[config.mk]
export PLATFORM = sky130hd
export DESIGN_NAME = cse_status_events
export DESIGN_NICKNAME = d
export VERILOG_FILES = /design/src/hw/cse_pkg.sv /design/src/hw/cse_status_events.sv
export SDC_FILE = /design/constraint.sdc
export NUM_CORES = 1
export LEC_CHECK = 0
export ABC_AREA = 1
export BUFFER_PORTS_ARGS = -buffer_cell sky130_fd_sc_hd__buf_4
export CORE_MARGIN = 2
export CORE_UTILIZATION = 40
export CTS_BUF_LIST = sky130_fd_sc_hd__clkbuf_16
export DETAILED_ROUTE_END_ITERATION = 12
export SETUP_SLACK_MARGIN = 0.3
export SLEW_MARGIN = 30
export SYNTH_ARGS = -nofsm -noshare
export SYNTH_HDL_FRONTEND = slang
export SYNTH_SLANG_ARGS = --single-unit
[constraint.sdc]
create_clock -name sys_clk -period 9.1 [get_ports sys_clk]
set_input_delay 2.73 -clock sys_clk [delete_from_list [all_inputs] [get_ports sys_clk]]
set_output_delay 2.73 -clock sys_clk [all_outputs]
set_load 0.02 [all_outputs]
[src/hw/cse_pkg.sv]
// Purpose: Shared constants and carriers for the CAN status/event block.
// Assumes: 8-bit registers on a 32-bit Avalon-MM word per index.
// Notes:   Byte address of a register is four times its index.
`default_nettype none

package cse_pkg;

  // ****************************************
  // Register indices
  // ****************************************
  localparam logic [5:0] IDX_CTRL = 6'h00;
  localparam logic [5:0] IDX_CMD = 6'h01;
  localparam logic [5:0] IDX_STAT = 6'h02;
  localparam logic [5:0] IDX_EVT = 6'h03;
  localparam logic [5:0] IDX_EN = 6'h04;
  localparam logic [5:0] IDX_EWL = 6'h0d;
  localparam logic [5:0] IDX_REC = 6'h0e;
  localparam logic [5:0] IDX_TEC = 6'h0f;
  localparam logic [5:0] IDX_TXB_FIRST = 6'h10;
  localparam logic [5:0] IDX_TXB_LAST = 6'h1c;

  // ****************************************
  // Field positions
  // ****************************************
  localparam int CTRL_RESET = 0;
  localparam int CTRL_SLEEP = 4;
  localparam int CMD_TX = 0;
  localparam int CMD_ABORT = 1;
  localparam int CMD_RELEASE = 2;
  localparam int CMD_CLR_OVF = 3;
  localparam int CMD_SELF = 4;
  localparam int ST_PEND = 0;
  localparam int ST_OVF = 1;
  localparam int ST_TXFREE = 2;
  localparam int ST_TXDONE = 3;
  localparam int ST_RXACT = 4;
  localparam int ST_TXACT = 5;
  localparam int ST_WARN = 6;
  localparam int ST_BOFF = 7;
  localparam int EV_RX = 0;
  localparam int EV_TX = 1;
  localparam int EV_WARN = 2;
  localparam int EV_OVF = 3;
  localparam int EV_WAKE = 4;
  localparam int EV_PASSIVE = 5;
  localparam int EV_ARB = 6;
  localparam int EV_BERR = 7;

  // ****************************************
  // Reset values and counter limits
  // ****************************************
  localparam logic [7:0] EWL_RESET = 8'h60;
  localparam logic [7:0] EN_RESET = 8'h00;
  localparam logic [9:0] TEC_LIMIT = 10'h0ff;
  localparam logic [8:0] TEC_BOFF_LOAD = 9'h07f;
  localparam logic [9:0] TEC_ERR_STEP = 10'h008;
  localparam logic [8:0] PASSIVE_LEVEL = 9'h07f;
  localparam logic [7:0] RECOVER_FREE = 8'h80;
  localparam logic [7:0] REC_MAX = 8'hff;

  // ****************************************
  // Carriers
  // ****************************************
  typedef struct packed {
    logic rx_msg_done;
    logic [6:0] rx_msg_len;
    logic tx_sent;
    logic tx_aborted;
    logic tx_err;
    logic tx_ok;
    logic rx_err;
    logic rx_ok;
    logic bus_err;
    logic arb_loss;
    logic bus_free;
    logic bus_activity;
    logic rx_busy;
    logic tx_busy;
  } cse_engine_ev_t;

  typedef struct packed {
    logic tx_req;
    logic self_loop;
    logic abort;
    logic buf_we;
    logic [3:0] buf_idx;
    logic [7:0] buf_data;
    logic rx_release;
    logic reset_mode;
    logic sleep;
  } cse_tx_ctl_t;

endpackage : cse_pkg

`default_nettype wire

[src/hw/cse_status_events.sv]
// Purpose: Status flags, error counters, bus-off recovery and event flags
//          of a CAN controller, reached over Avalon-MM.
// Assumes: Frame engine inputs run on sys_clk; events are 1-cycle pulses.
// Notes:   Registers are 8 bits wide in the low byte of each word.
`default_nettype none

// Notes on behaviour
// Overflow status sets when a message is lost for lack of queue room.
// Overflow status stays set until the overflow-clear command.
// Receive-available is one while the queue holds a complete message.
// TX counter beyond 255: bus-off, reset mode, TEC=127, REC=0, event.
// After bus-off, wait for reset-mode clear then 128 bus-free periods.
// Recovery end clears bus-off, warning, both counters, raises event.
// Warning status while a counter reaches the limit; limit resets to 96.
// Idle after 1 bus-free period from reset, 128 after bus-off.
// Both active bits set means waiting for the bus to go idle.
// TX complete cleared by transmit or self-loop request until success.
// Transmit buffer writes while the buffer is locked are dropped.
// Dropped message flags overflow when valid; errored ones flag none.
// Interrupt output is high while any event flag is set.
// Reading the event register clears the flags it returned, except receive-available.
// Event 7 on a bus error when enabled.
// Event 6 on lost arbitration when enabled.
// Event 5 on entering or leaving error-passive when enabled.
// Event 4 on bus activity while sleeping when enabled.
// Event 3 on overflow status rising when enabled.
// Event 2 on any change of warning or bus-off status when enabled.
// Event 1 on transmit buffer going from locked to free when enabled.
// Event 0 follows queue not empty and its enable.
// Release command blanks event 0 for one cycle.
// Sleep attempt with bus busy or interrupt pending raises wake event.
// No further overflow events while overflow status stays set.
module cse_status_events
  import cse_pkg::*;
#(
  parameter int RXQ_BYTES = 64,
  parameter int RXQ_MSGS = 8
) (
  // Clock, reset, enable
  input wire logic sys_clk,
  input wire logic reset_n,
  input wire logic ce,
  // Avalon-MM slave
  input wire logic [7:0] avs_address,
  input wire logic avs_read,
  input wire logic avs_write,
  input wire logic [3:0] avs_byteenable,
  input wire logic [31:0] avs_writedata,
  output logic [31:0] avs_readdata,
  output logic avs_waitrequest,
  // Frame engine
  input wire cse_engine_ev_t eng_ev,
  output cse_tx_ctl_t tx_ctl,
  output logic bus_off_out,
  output logic irq
);

  localparam int PW = $clog2(RXQ_MSGS);
  localparam int UW = $clog2(RXQ_BYTES + 1);

  typedef struct packed {
    logic ack;
    logic wait_req;
    logic [7:0] rdata;
    logic reset_mode;
    logic sleep;
    logic [7:0] enable;
    logic [7:0] warn_limit;
    logic [8:0] tec;
    logic [7:0] rec;
    logic bus_off;
    logic recovering;
    logic waiting;
    logic [7:0] free_cnt;
    logic overflow;
    logic [UW-1:0] used;
    logic [PW:0] msg_cnt;
    logic [PW-1:0] head;
    logic [PW-1:0] tail;
    logic [RXQ_MSGS-1:0][6:0] lens;
    logic tx_free;
    logic tx_complete;
    logic err_warn;
    logic passive;
    logic [7:0] events;
    logic blank;
    logic irq;
    cse_tx_ctl_t ctl;
  } cse_state_t;

  cse_state_t s_q;
  cse_state_t s_d;
  logic [5:0] idx;
  logic [7:0] wdat;
  logic commit;
  logic wr_go;
  logic rd_go;
  logic [7:0] stat_now;
  logic [7:0] rd_mux;
  logic [9:0] tec_sum;
  logic [8:0] rec_sum;
  logic fits;
  logic wake;
  logic pop;

  // ****************************************
  // Next-state logic
  // ****************************************
  always_comb begin
    s_d = s_q;
    idx = avs_address[7:2];
    wdat = avs_writedata[7:0];
    // Write and read side effects land on the edge waitrequest is low
    commit = (avs_read | avs_write) & s_q.ack;
    wr_go = commit & avs_write & avs_byteenable[0];
    rd_go = commit & avs_read;
    wake = 1'b0;
    pop = 1'b0;
    stat_now = '0;
    stat_now[ST_PEND] = (s_q.msg_cnt != '0);
    stat_now[ST_OVF] = s_q.overflow;
    stat_now[ST_TXFREE] = s_q.tx_free;
    stat_now[ST_TXDONE] = s_q.tx_complete;
    stat_now[ST_RXACT] = s_q.waiting | eng_ev.rx_busy;
    stat_now[ST_TXACT] = s_q.waiting | eng_ev.tx_busy;
    stat_now[ST_WARN] = s_q.err_warn;
    stat_now[ST_BOFF] = s_q.bus_off;
    unique case (idx)
      IDX_CTRL: rd_mux = {3'h0, s_q.sleep, 3'h0, s_q.reset_mode};
      IDX_STAT: rd_mux = stat_now;
      IDX_EVT: rd_mux = s_q.events;
      IDX_EN: rd_mux = s_q.enable;
      IDX_EWL: rd_mux = s_q.warn_limit;
      IDX_REC: rd_mux = s_q.rec;
      IDX_TEC: rd_mux = s_q.tec[7:0];
      default: rd_mux = 8'h00;
    endcase

    // Bus handshake: one wait cycle, then one ready cycle
    s_d.ack = (avs_read | avs_write) & ~s_q.ack;
    s_d.wait_req = ~s_d.ack;
    if (s_d.ack && avs_read) begin
      s_d.rdata = rd_mux;
    end

    // One-cycle command pulses
    s_d.ctl.tx_req = 1'b0;
    s_d.ctl.self_loop = 1'b0;
    s_d.ctl.abort = 1'b0;
    s_d.ctl.buf_we = 1'b0;
    s_d.ctl.rx_release = 1'b0;
    s_d.blank = 1'b0;

    // Clears first, so that same-cycle sets below win
    if (rd_go && idx == IDX_EVT) begin
      // Only flags the host has seen; ones set during the wait cycle stay
      s_d.events[7:1] = s_q.events[7:1] & ~s_q.rdata[7:1];
    end
    if (wr_go && idx == IDX_CMD) begin
      if (wdat[CMD_TX] || wdat[CMD_SELF]) begin
        s_d.tx_complete = 1'b0;
        if (s_q.tx_free && !s_q.reset_mode) begin
          s_d.ctl.tx_req = 1'b1;
          s_d.ctl.self_loop = wdat[CMD_SELF] & ~wdat[CMD_TX];
          s_d.tx_free = 1'b0;
        end
      end
      s_d.ctl.abort = wdat[CMD_ABORT];
      if (wdat[CMD_RELEASE]) begin
        s_d.blank = 1'b1;
        pop = (s_q.msg_cnt != '0);
        s_d.ctl.rx_release = pop;
      end
      if (wdat[CMD_CLR_OVF]) begin
        s_d.overflow = 1'b0;
      end
    end
    if (wr_go && idx == IDX_CTRL) begin
      s_d.reset_mode = wdat[CTRL_RESET];
      if (s_q.bus_off && !wdat[CTRL_RESET]) begin
        s_d.recovering = 1'b1;
      end
      if (wdat[CTRL_SLEEP] && !s_q.sleep) begin
        if (eng_ev.rx_busy || eng_ev.tx_busy || eng_ev.bus_activity ||
            s_q.irq) begin
          wake = 1'b1;
        end else begin
          s_d.sleep = 1'b1;
        end
      end else begin
        s_d.sleep = wdat[CTRL_SLEEP];
      end
    end
    if (wr_go && idx == IDX_EN) begin
      s_d.enable = wdat;
    end
    if (wr_go && idx == IDX_EWL) begin
      s_d.warn_limit = wdat;
    end
    if (wr_go && idx >= IDX_TXB_FIRST && idx <= IDX_TXB_LAST) begin
      // A locked buffer drops the byte without any trace
      if (s_q.tx_free) begin
        s_d.ctl.buf_we = 1'b1;
        s_d.ctl.buf_idx = 4'(idx - IDX_TXB_FIRST);
        s_d.ctl.buf_data = wdat;
      end
    end

    // Wake from sleep on bus activity
    if (s_q.sleep && eng_ev.bus_activity) begin
      s_d.sleep = 1'b0;
      wake = 1'b1;
    end

    // Transmit buffer
    if (eng_ev.tx_sent) begin
      s_d.tx_complete = 1'b1;
      s_d.tx_free = 1'b1;
    end
    if (eng_ev.tx_aborted) begin
      s_d.tx_free = 1'b1;
    end

    // Receive queue bookkeeping; room is judged before the release
    if (pop) begin
      s_d.used = s_q.used - UW'(s_q.lens[s_q.head]);
      s_d.head = PW'(s_q.head + 1'b1);
    end
    fits = (8'(eng_ev.rx_msg_len) <= 8'(RXQ_BYTES) - 8'(s_q.used)) &&
           (s_q.msg_cnt < (PW + 1)'(RXQ_MSGS));
    // Only a completed frame arrives here, so errored frames never overflow
    if (eng_ev.rx_msg_done) begin
      if (fits) begin
        s_d.lens[s_q.tail] = eng_ev.rx_msg_len;
        s_d.tail = PW'(s_q.tail + 1'b1);
        s_d.used = s_d.used + UW'(eng_ev.rx_msg_len);
      end else begin
        s_d.overflow = 1'b1;
      end
    end
    s_d.msg_cnt = s_q.msg_cnt + (PW + 1)'(eng_ev.rx_msg_done && fits) -
                  (PW + 1)'(pop);

    // Error counters, frozen while bus-off apart from the TEC count-down in recovery
    tec_sum = {1'b0, s_q.tec} + (eng_ev.tx_err ? TEC_ERR_STEP : 10'h000) -
              10'((eng_ev.tx_ok && s_q.tec != '0) ? 1 : 0);
    rec_sum = {1'b0, s_q.rec} + 9'(eng_ev.rx_err) -
              9'((eng_ev.rx_ok && s_q.rec != '0) ? 1 : 0);
    if (!s_q.bus_off) begin
      if (tec_sum > TEC_LIMIT) begin
        s_d.bus_off = 1'b1;
        s_d.reset_mode = 1'b1;
        s_d.tec = TEC_BOFF_LOAD;
        s_d.rec = '0;
        s_d.waiting = 1'b1;
        s_d.recovering = 1'b0;
        s_d.free_cnt = '0;
      end else begin
        s_d.tec = tec_sum[8:0];
        s_d.rec = rec_sum[8] ? REC_MAX : rec_sum[7:0];
      end
    end else if (s_q.recovering && eng_ev.bus_free) begin
      // Counting down shows recovery progress to software
      s_d.free_cnt = s_q.free_cnt + 8'h01;
      s_d.tec = (s_q.tec != '0) ? s_q.tec - 9'h001 : s_q.tec;
      if (s_d.free_cnt == RECOVER_FREE) begin
        s_d.bus_off = 1'b0;
        s_d.recovering = 1'b0;
        s_d.waiting = 1'b0;
        s_d.tec = '0;
        s_d.rec = '0;
      end
    end
    if (!s_d.bus_off && s_q.waiting && eng_ev.bus_free) begin
      s_d.waiting = 1'b0;
    end

    // Derived status
    s_d.err_warn = (s_d.tec >= {1'b0, s_d.warn_limit}) ||
                   (s_d.rec >= s_d.warn_limit);
    s_d.passive = (s_d.tec > PASSIVE_LEVEL) ||
                  ({1'b0, s_d.rec} > PASSIVE_LEVEL);

    // Event flags, sets after clears
    if (eng_ev.bus_err && s_q.enable[EV_BERR]) begin
      s_d.events[EV_BERR] = 1'b1;
    end
    if (eng_ev.arb_loss && s_q.enable[EV_ARB]) begin
      s_d.events[EV_ARB] = 1'b1;
    end
    if ((s_d.passive != s_q.passive) && s_q.enable[EV_PASSIVE]) begin
      s_d.events[EV_PASSIVE] = 1'b1;
    end
    if (wake && s_q.enable[EV_WAKE]) begin
      s_d.events[EV_WAKE] = 1'b1;
    end
    // Rising edge only, so a held overflow raises nothing more
    if (s_d.overflow && !s_q.overflow && s_q.enable[EV_OVF]) begin
      s_d.events[EV_OVF] = 1'b1;
    end
    if (((s_d.err_warn != s_q.err_warn) || (s_d.bus_off != s_q.bus_off)) &&
        s_q.enable[EV_WARN]) begin
      s_d.events[EV_WARN] = 1'b1;
    end
    if (s_d.tx_free && !s_q.tx_free && s_q.enable[EV_TX]) begin
      s_d.events[EV_TX] = 1'b1;
    end
    s_d.events[EV_RX] = s_d.enable[EV_RX] && (s_d.msg_cnt != '0) &&
                        !s_d.blank;
    s_d.irq = |s_d.events;
    s_d.ctl.reset_mode = s_d.reset_mode;
    s_d.ctl.sleep = s_d.sleep;
  end

  // ****************************************
  // State register
  // ****************************************
  always_ff @(posedge sys_clk or negedge reset_n) begin
    if (!reset_n) begin
      s_q <= '0;
      s_q.reset_mode <= 1'b1;
      s_q.wait_req <= 1'b1;
      s_q.ctl.reset_mode <= 1'b1;
      s_q.warn_limit <= EWL_RESET;
      s_q.enable <= EN_RESET;
      s_q.tx_free <= 1'b1;
      s_q.tx_complete <= 1'b1;
      s_q.waiting <= 1'b1;
    end else if (ce) begin
      s_q <= s_d;
    end
  end

  assign avs_readdata = {24'h000000, s_q.rdata};
  assign avs_waitrequest = s_q.wait_req;
  assign tx_ctl = s_q.ctl;
  assign bus_off_out = s_q.bus_off;
  assign irq = s_q.irq;
endmodule : cse_status_events

`default_nettype wire

Word-level counts from Yosys, hierarchy flattened
Index checks and enable logic that the tools add are counted.
- $add $sub $neg: 14
- multiply operators: 0
- div/mod/pow operators: 0
- magnitude comparators: 12
- equal/unequal tests: 15
- shift-type cells: 0
- multiplexer cells: 59
- bitwise gates (word level): 14
- reduce and logical (&&, ||, !) cells: 65
- operators with widths (cell ; number):
    56-bit bitwise mux ; 1
    28-bit 2-to-1 mux ; 2
    8-bit one-hot mux with 7 select lines ; 1
    7-bit 2-to-1 mux ; 5
    1-bit logical AND ; 31
    1-bit 2-to-1 mux ; 31
    13-bit 2-to-1 mux ; 2
    8-bit 2-to-1 mux ; 3
    7-bit binary-select mux with 3-bit select ; 1
    7-bit demux with 3-bit select ; 1
    20-bit 2-to-1 mux ; 1
    6-bit by 4-bit equality test with 1-bit output, second input constant ; 3
    17-bit 2-to-1 mux ; 1
    3-bit AND reduction ; 5
    6-bit by 2-bit equality test with 1-bit output, second input constant ; 2
    2-bit 2-to-1 mux ; 6
    11-bit 2-to-1 mux ; 1
    9-bit by 4-bit adder with 10-bit output ; 1
    10-bit by 8-bit > comparator with 1-bit output, second input constant ; 1
    10-bit by 1-bit subtractor with 10-bit output ; 1
    8-bit by 1-bit adder with 9-bit output ; 1
    9-bit by 8-bit >= comparator with 1-bit output ; 1
    9-bit by 7-bit > comparator with 1-bit output, second input constant ; 1
    9-bit 2-to-1 mux ; 1
    other kinds (43) ; 75
- flip-flop bits (word level): 160
- bits in latches: 0
- bits in writable memories: 0
- bits in read-only memories: 0
- input port bits: 69
- output and inout bits: 54
- memories: 0

Depth between registers and ports, before layout
- depth in word-level cells: 16
- mapped depth: 45

Least setup slack after synthesis
OpenSTA, ideal clock, no wires.
- kind: input -> register
- start point: input eng_ev[8] in the netlist's numbering
- end point: register s_q, in the netlist irq
- library setup time: 0.117 ns
- data arrival time: 5.982 ns
- data required time: 8.983 ns
- slack: 3.001 ns
- stages on the path: 40
- buffers on the path: 1
- cell sequence: nand2_1 > inv_1 > ha_1 > inv_1 > ha_1 > inv_1 > fa_1 > inv_1 > nand3_1 > nand3_1 > nand2_1 > nand2_1 > nand2_1 > nand2_1 > nand3_1 > inv_1 > buf_2 > o21ai_0 > (+4 left out) > nand2_1 > nand2_1 > nand2_1 > nand2_1 > nand2_1 > nand2_1 > nand2_1 > nand2_1 > nand2_1 > nand2_1 > nand2_1 > nand2_1 > nand2_1 > nand3_1 > nand2_1 > nand3_1 > nor2_1 > nor2_1
- word-level cells in the longest chain between the ends: 13
- elaborated cells between the ends (all ways): 22
- classes of those cells: add/sub (1); order compare (5); eq/ne (3); mux (6); reduce/logical (7)
- RTL lines (item ; RTL line ; source):
    start, declared ; cse_status_events.sv:52 ; input wire cse_engine_ev_t eng_ev,
    1-bit logical AND * ; cse_status_events.sv:246 ; 10'((eng_ev.tx_ok && s_q.tec != '0) ? 1 : 0);
    1-bit 2-to-1 mux * ; cse_status_events.sv:246 ;
    10-bit by 1-bit subtractor with 10-bit output * ; cse_status_events.sv:245 ; tec_sum = {1'b0, s_q.tec} + (eng_ev.tx_err ? TEC_ERR_STEP : 10'h000) -
    10-bit by 8-bit > comparator with 1-bit output ; cse_status_events.sv:250 ; if (tec_sum > TEC_LIMIT) begin
    17-bit 2-to-1 mux ; cse_status_events.sv:250 ;
    28-bit 2-to-1 mux * ; cse_status_events.sv:249 ; if (!s_q.bus_off) begin
    9-bit by 8-bit >= comparator with 1-bit output or 8-bit >= comparator (tied branches) ; cse_status_events.sv:279, cse_status_events.sv:280 ;
    1-bit logical OR ; cse_status_events.sv:279 ; s_d.err_warn = (s_d.tec >= {1'b0, s_d.warn_limit}) ||
    1-bit inequality test ; cse_status_events.sv:301 ; if (((s_d.err_warn != s_q.err_warn) || (s_d.bus_off != s_q.bus_off)) &&
    1-bit logical OR ; cse_status_events.sv:301 ;
    1-bit logical AND ; cse_status_events.sv:301 ;
    1-bit 2-to-1 mux ; cse_status_events.sv:301 ;
    8-bit OR reduction * ; cse_status_events.sv:310 ; s_d.irq = |s_d.events;
    end, declared ; cse_status_events.sv:91 ; cse_state_t s_q;
Mark *: on every way between the ends. The rest lies on a longest branch, timed or not. The select of a mux whose other input is x is not followed.
A chain may end at the register's enable or synchronous reset.

Final worst setup path
Ends and elaborated chain as after synthesis.

==> flow_summary.toml <==
[status]
status = "completed"

[pwr]
p_per_area_mw_per_mm2 = 250.0
swShare_pct = 41.36
clkPwrFrac_pct = 24.8
p_seq_share_pct = 34.7
switching_power_mw = 1.229
ir_drop_mv = 0.1191
pwr-share-comb_pct = 40.5
leakagePower_nw = 5.955
internal-power_mw = 1.742

[setup_path]
cpMaxStageDelayCell = "inv_1"
crit_fanout = 12
endpoint_kind = "flop"
cp-start-kind = "input port"
arrival_ns = 6.95
criticalPathCategory = "input port to flop"
cp.required_ns = 9.43
crit_path_frequent_cell = "nand2_1"
slowest_delay_ns = 0.43

[logic_synthesis]
syn_area_mm2 = 0.01077
synth.most_common_cell = "nand2_1"
synthTopCellsByCount = "nand2_1 (296), inv_1 (178), o21ai_0 (166)"
synth_cell_types = 60
synth-xor-area-share_pct = 2.846
yosys.area_share.simple_pct = 21.21
syn-instance-count = 1385
synth_seq_area_share_pct = 37.26
synth-seq-cells = 160
synth_flop_cell = "dfrtp_1"
synth-compound-area-share_pct = 17.22
synth_fa_ha_area_share_pct = 9.642
synth_top_family_by_area = "simple AND/OR/NAND/NOR gates"
avgSynthCellArea_um2 = 7.776
async_flop_share_pct = 100.0
post-synth-top-area-cell = "dfrtp_1"
synthTopCellsByArea = "dfrtp_1 (36%), nand2_1 (10%), ha_1 (8.7%)"
synth_warnings = 0
synth_edf_count = 0
yosys.area.top_type_share_pct = 35.55
synth_mux_area_share_pct = 0.2091

[drt]
ant_nets = 0
vias = 9081
drcViolationCount = 0
via_per_inst = 5.145
wirelength_um = 27950
dr.pass1.iters = 5
wl_per_cell_um = 15.84
drt_iter0_markers = 689

[sta]
hold_viol = 0
setup_violations = 0
rsz0062_at_grt = "false"
slew_headroom_pct = 42.87
skew_ns = 0.01361
timing.final.ws_setup_ns = 2.485
fmax_mhz = 151.2
fin_crit_ns = 6.615
final_max_slew_viol_count = 0
tightest_slew_ns = 0.8569
setup_tns_ns = 0
period_share_pct = 72.69

[clock_tree]
clockBufferDepth = 2
worstSkewPairLatency_ns = 0.45
htreeDepth = 4
cts_tree = "done"
clk_pin_slew_ns = 0.08
cts_resized = 0
clock-sinks = 160
cts_hold_buf = 0
root_buffer = "clkbuf_16"
numCtsBuffers = 17
cts_setup_buffers = 0

[final_layout]
regArea_mm2 = 0.004014
n_antenna_cell = 0
multi_input_area_mm2 = 0.005597
num-fill-cells = 2664
drive_above_1_share_pct = 11.59
syn_to_final_growth_pct = 10.36
layout.cells.non_filler = 1765
layout.nets = 1560

[floorplan]
dieHeight_um = 168.1
ios = 123
start_util_pct = 40.30
fp.dieW_um = 168.1
coreArea_mm2 = 0.02673
rows = 60
die_area_mm2 = 0.02825

[place]
dp_slack_ns = 2.098
post-dp-hpwl_um = 20200
dp.cells = 1733
gp_congestion = 0.9000
io_buffer_count = 69

[hold_path]
min_path_type = "flop to flop"

[flow_run]
max_cap_violations = 0

[global_route]
grt_max_degree = 100
grt_pass1_wl_um = 45400
gr-usage-all-layers_pct = 20.21
antenna_found_initial = 0
gr-total-overflow = 0
grt_pass1_vias = 8407
==> power groups by stage <==
stage / logic, mW / clock network, mW / registers, mW
final: 1.20 / 0.737 / 1.03
after global routing: 1.39 / 0.780 / 1.06
after CTS: 1.21 / 0.750 / 1.03
after detailed placement: 1.20 / 0 / 1.04
after global placement: 1.18 / 0 / 1.04
after floorplan: 0.960 / 0 / 1.01
==> logic make-up after synthesis <==
kind of cell	Yosys count
other	1
adder cells (fa/ha/maj)	80
buffers and inverters	272
AO/OA/AOI/OAI	329
flip-flops	160
AND/OR/NAND/NOR	506
XOR/XNOR	35
multiplexers	2
==> path summary, 6_finish.rpt <==
path                            startpoint               to  slack (ns)  cells past startpoint
max                              eng_ev[8]              irq        2.49                     40
min                        avs_waitrequest  avs_waitrequest        0.47                      2
max reg2reg                       s_q[127]              irq        3.61                     44
min reg2reg                avs_waitrequest  avs_waitrequest        0.47                      2
max in group asynchronous          reset_n         s_q[122]        5.34                      2
min in group asynchronous          reset_n        tx_ctl[8]        2.37                      1
==> critical path, delay by kind of cell <==
family,cells,cell delay [ns]
AO/OA/AOI/OAI,2,0.37
adder cells (fa/ha/maj),4,1.00
AND/OR/NAND/NOR,27,2.00
buffers and inverters,7,0.85
==> flip-flops by register name, indices dropped and copies added, names as in the netlist <==
signal	count
avs_readdata	8
irq	1
bus_off_out	1
avs_waitrequest	1
s_q	130
tx_ctl	19
==> cell usage in the layout, fill, tap and decap left out, types with 36 or more instances in the layout <==
cell     synthesis  final
a21oi_1         36     36
buf_4           53     71
nand2_1        296    296
o21ai_1         37     37
dfrtp_1        153    152
inv_1          178    177
o21ai_0        166    166
nor2_1         100    100
nand3_1         43     43
ha_1            75     75
==> layout make-up <==
class | instances | share of cell area, %
Clock inverter | 15 | 1.505
Tap cell | 341 | 3.589
Multi-Input combinational cell | 976 | 47.08
Sequential cell | 160 | 33.77
Inverter | 184 | 5.874
Clock buffer | 17 | 3.579
Timing Repair Buffer | 72 | 4.600
==> per-layer routing <==
layer	vias up	GRT usage, %	share of wire, %
met5	-	0	0
met3	19	3.009	4.5
met1	4296	29.04	49
met2	221	32.36	45
met4	0	4.535	1.1
li1	4545	-	-
==> through the flow <==
step,area (µm²),total power [mW],util [%],hold slack [ns]
2_1_floorplan,10860,1.967,-,0.4478
3_3_place_gp,11280,2.216,42.20,0.4572
3_5_place_dp,11280,2.246,42.20,0.4592
4_1_cts,11880,2.989,44.46,0.4722
5_1_grt,11890,3.228,44.48,0.4984
6_report,11890,2.971,44.48,0.4708
Power figures use the tool's default switching activity.
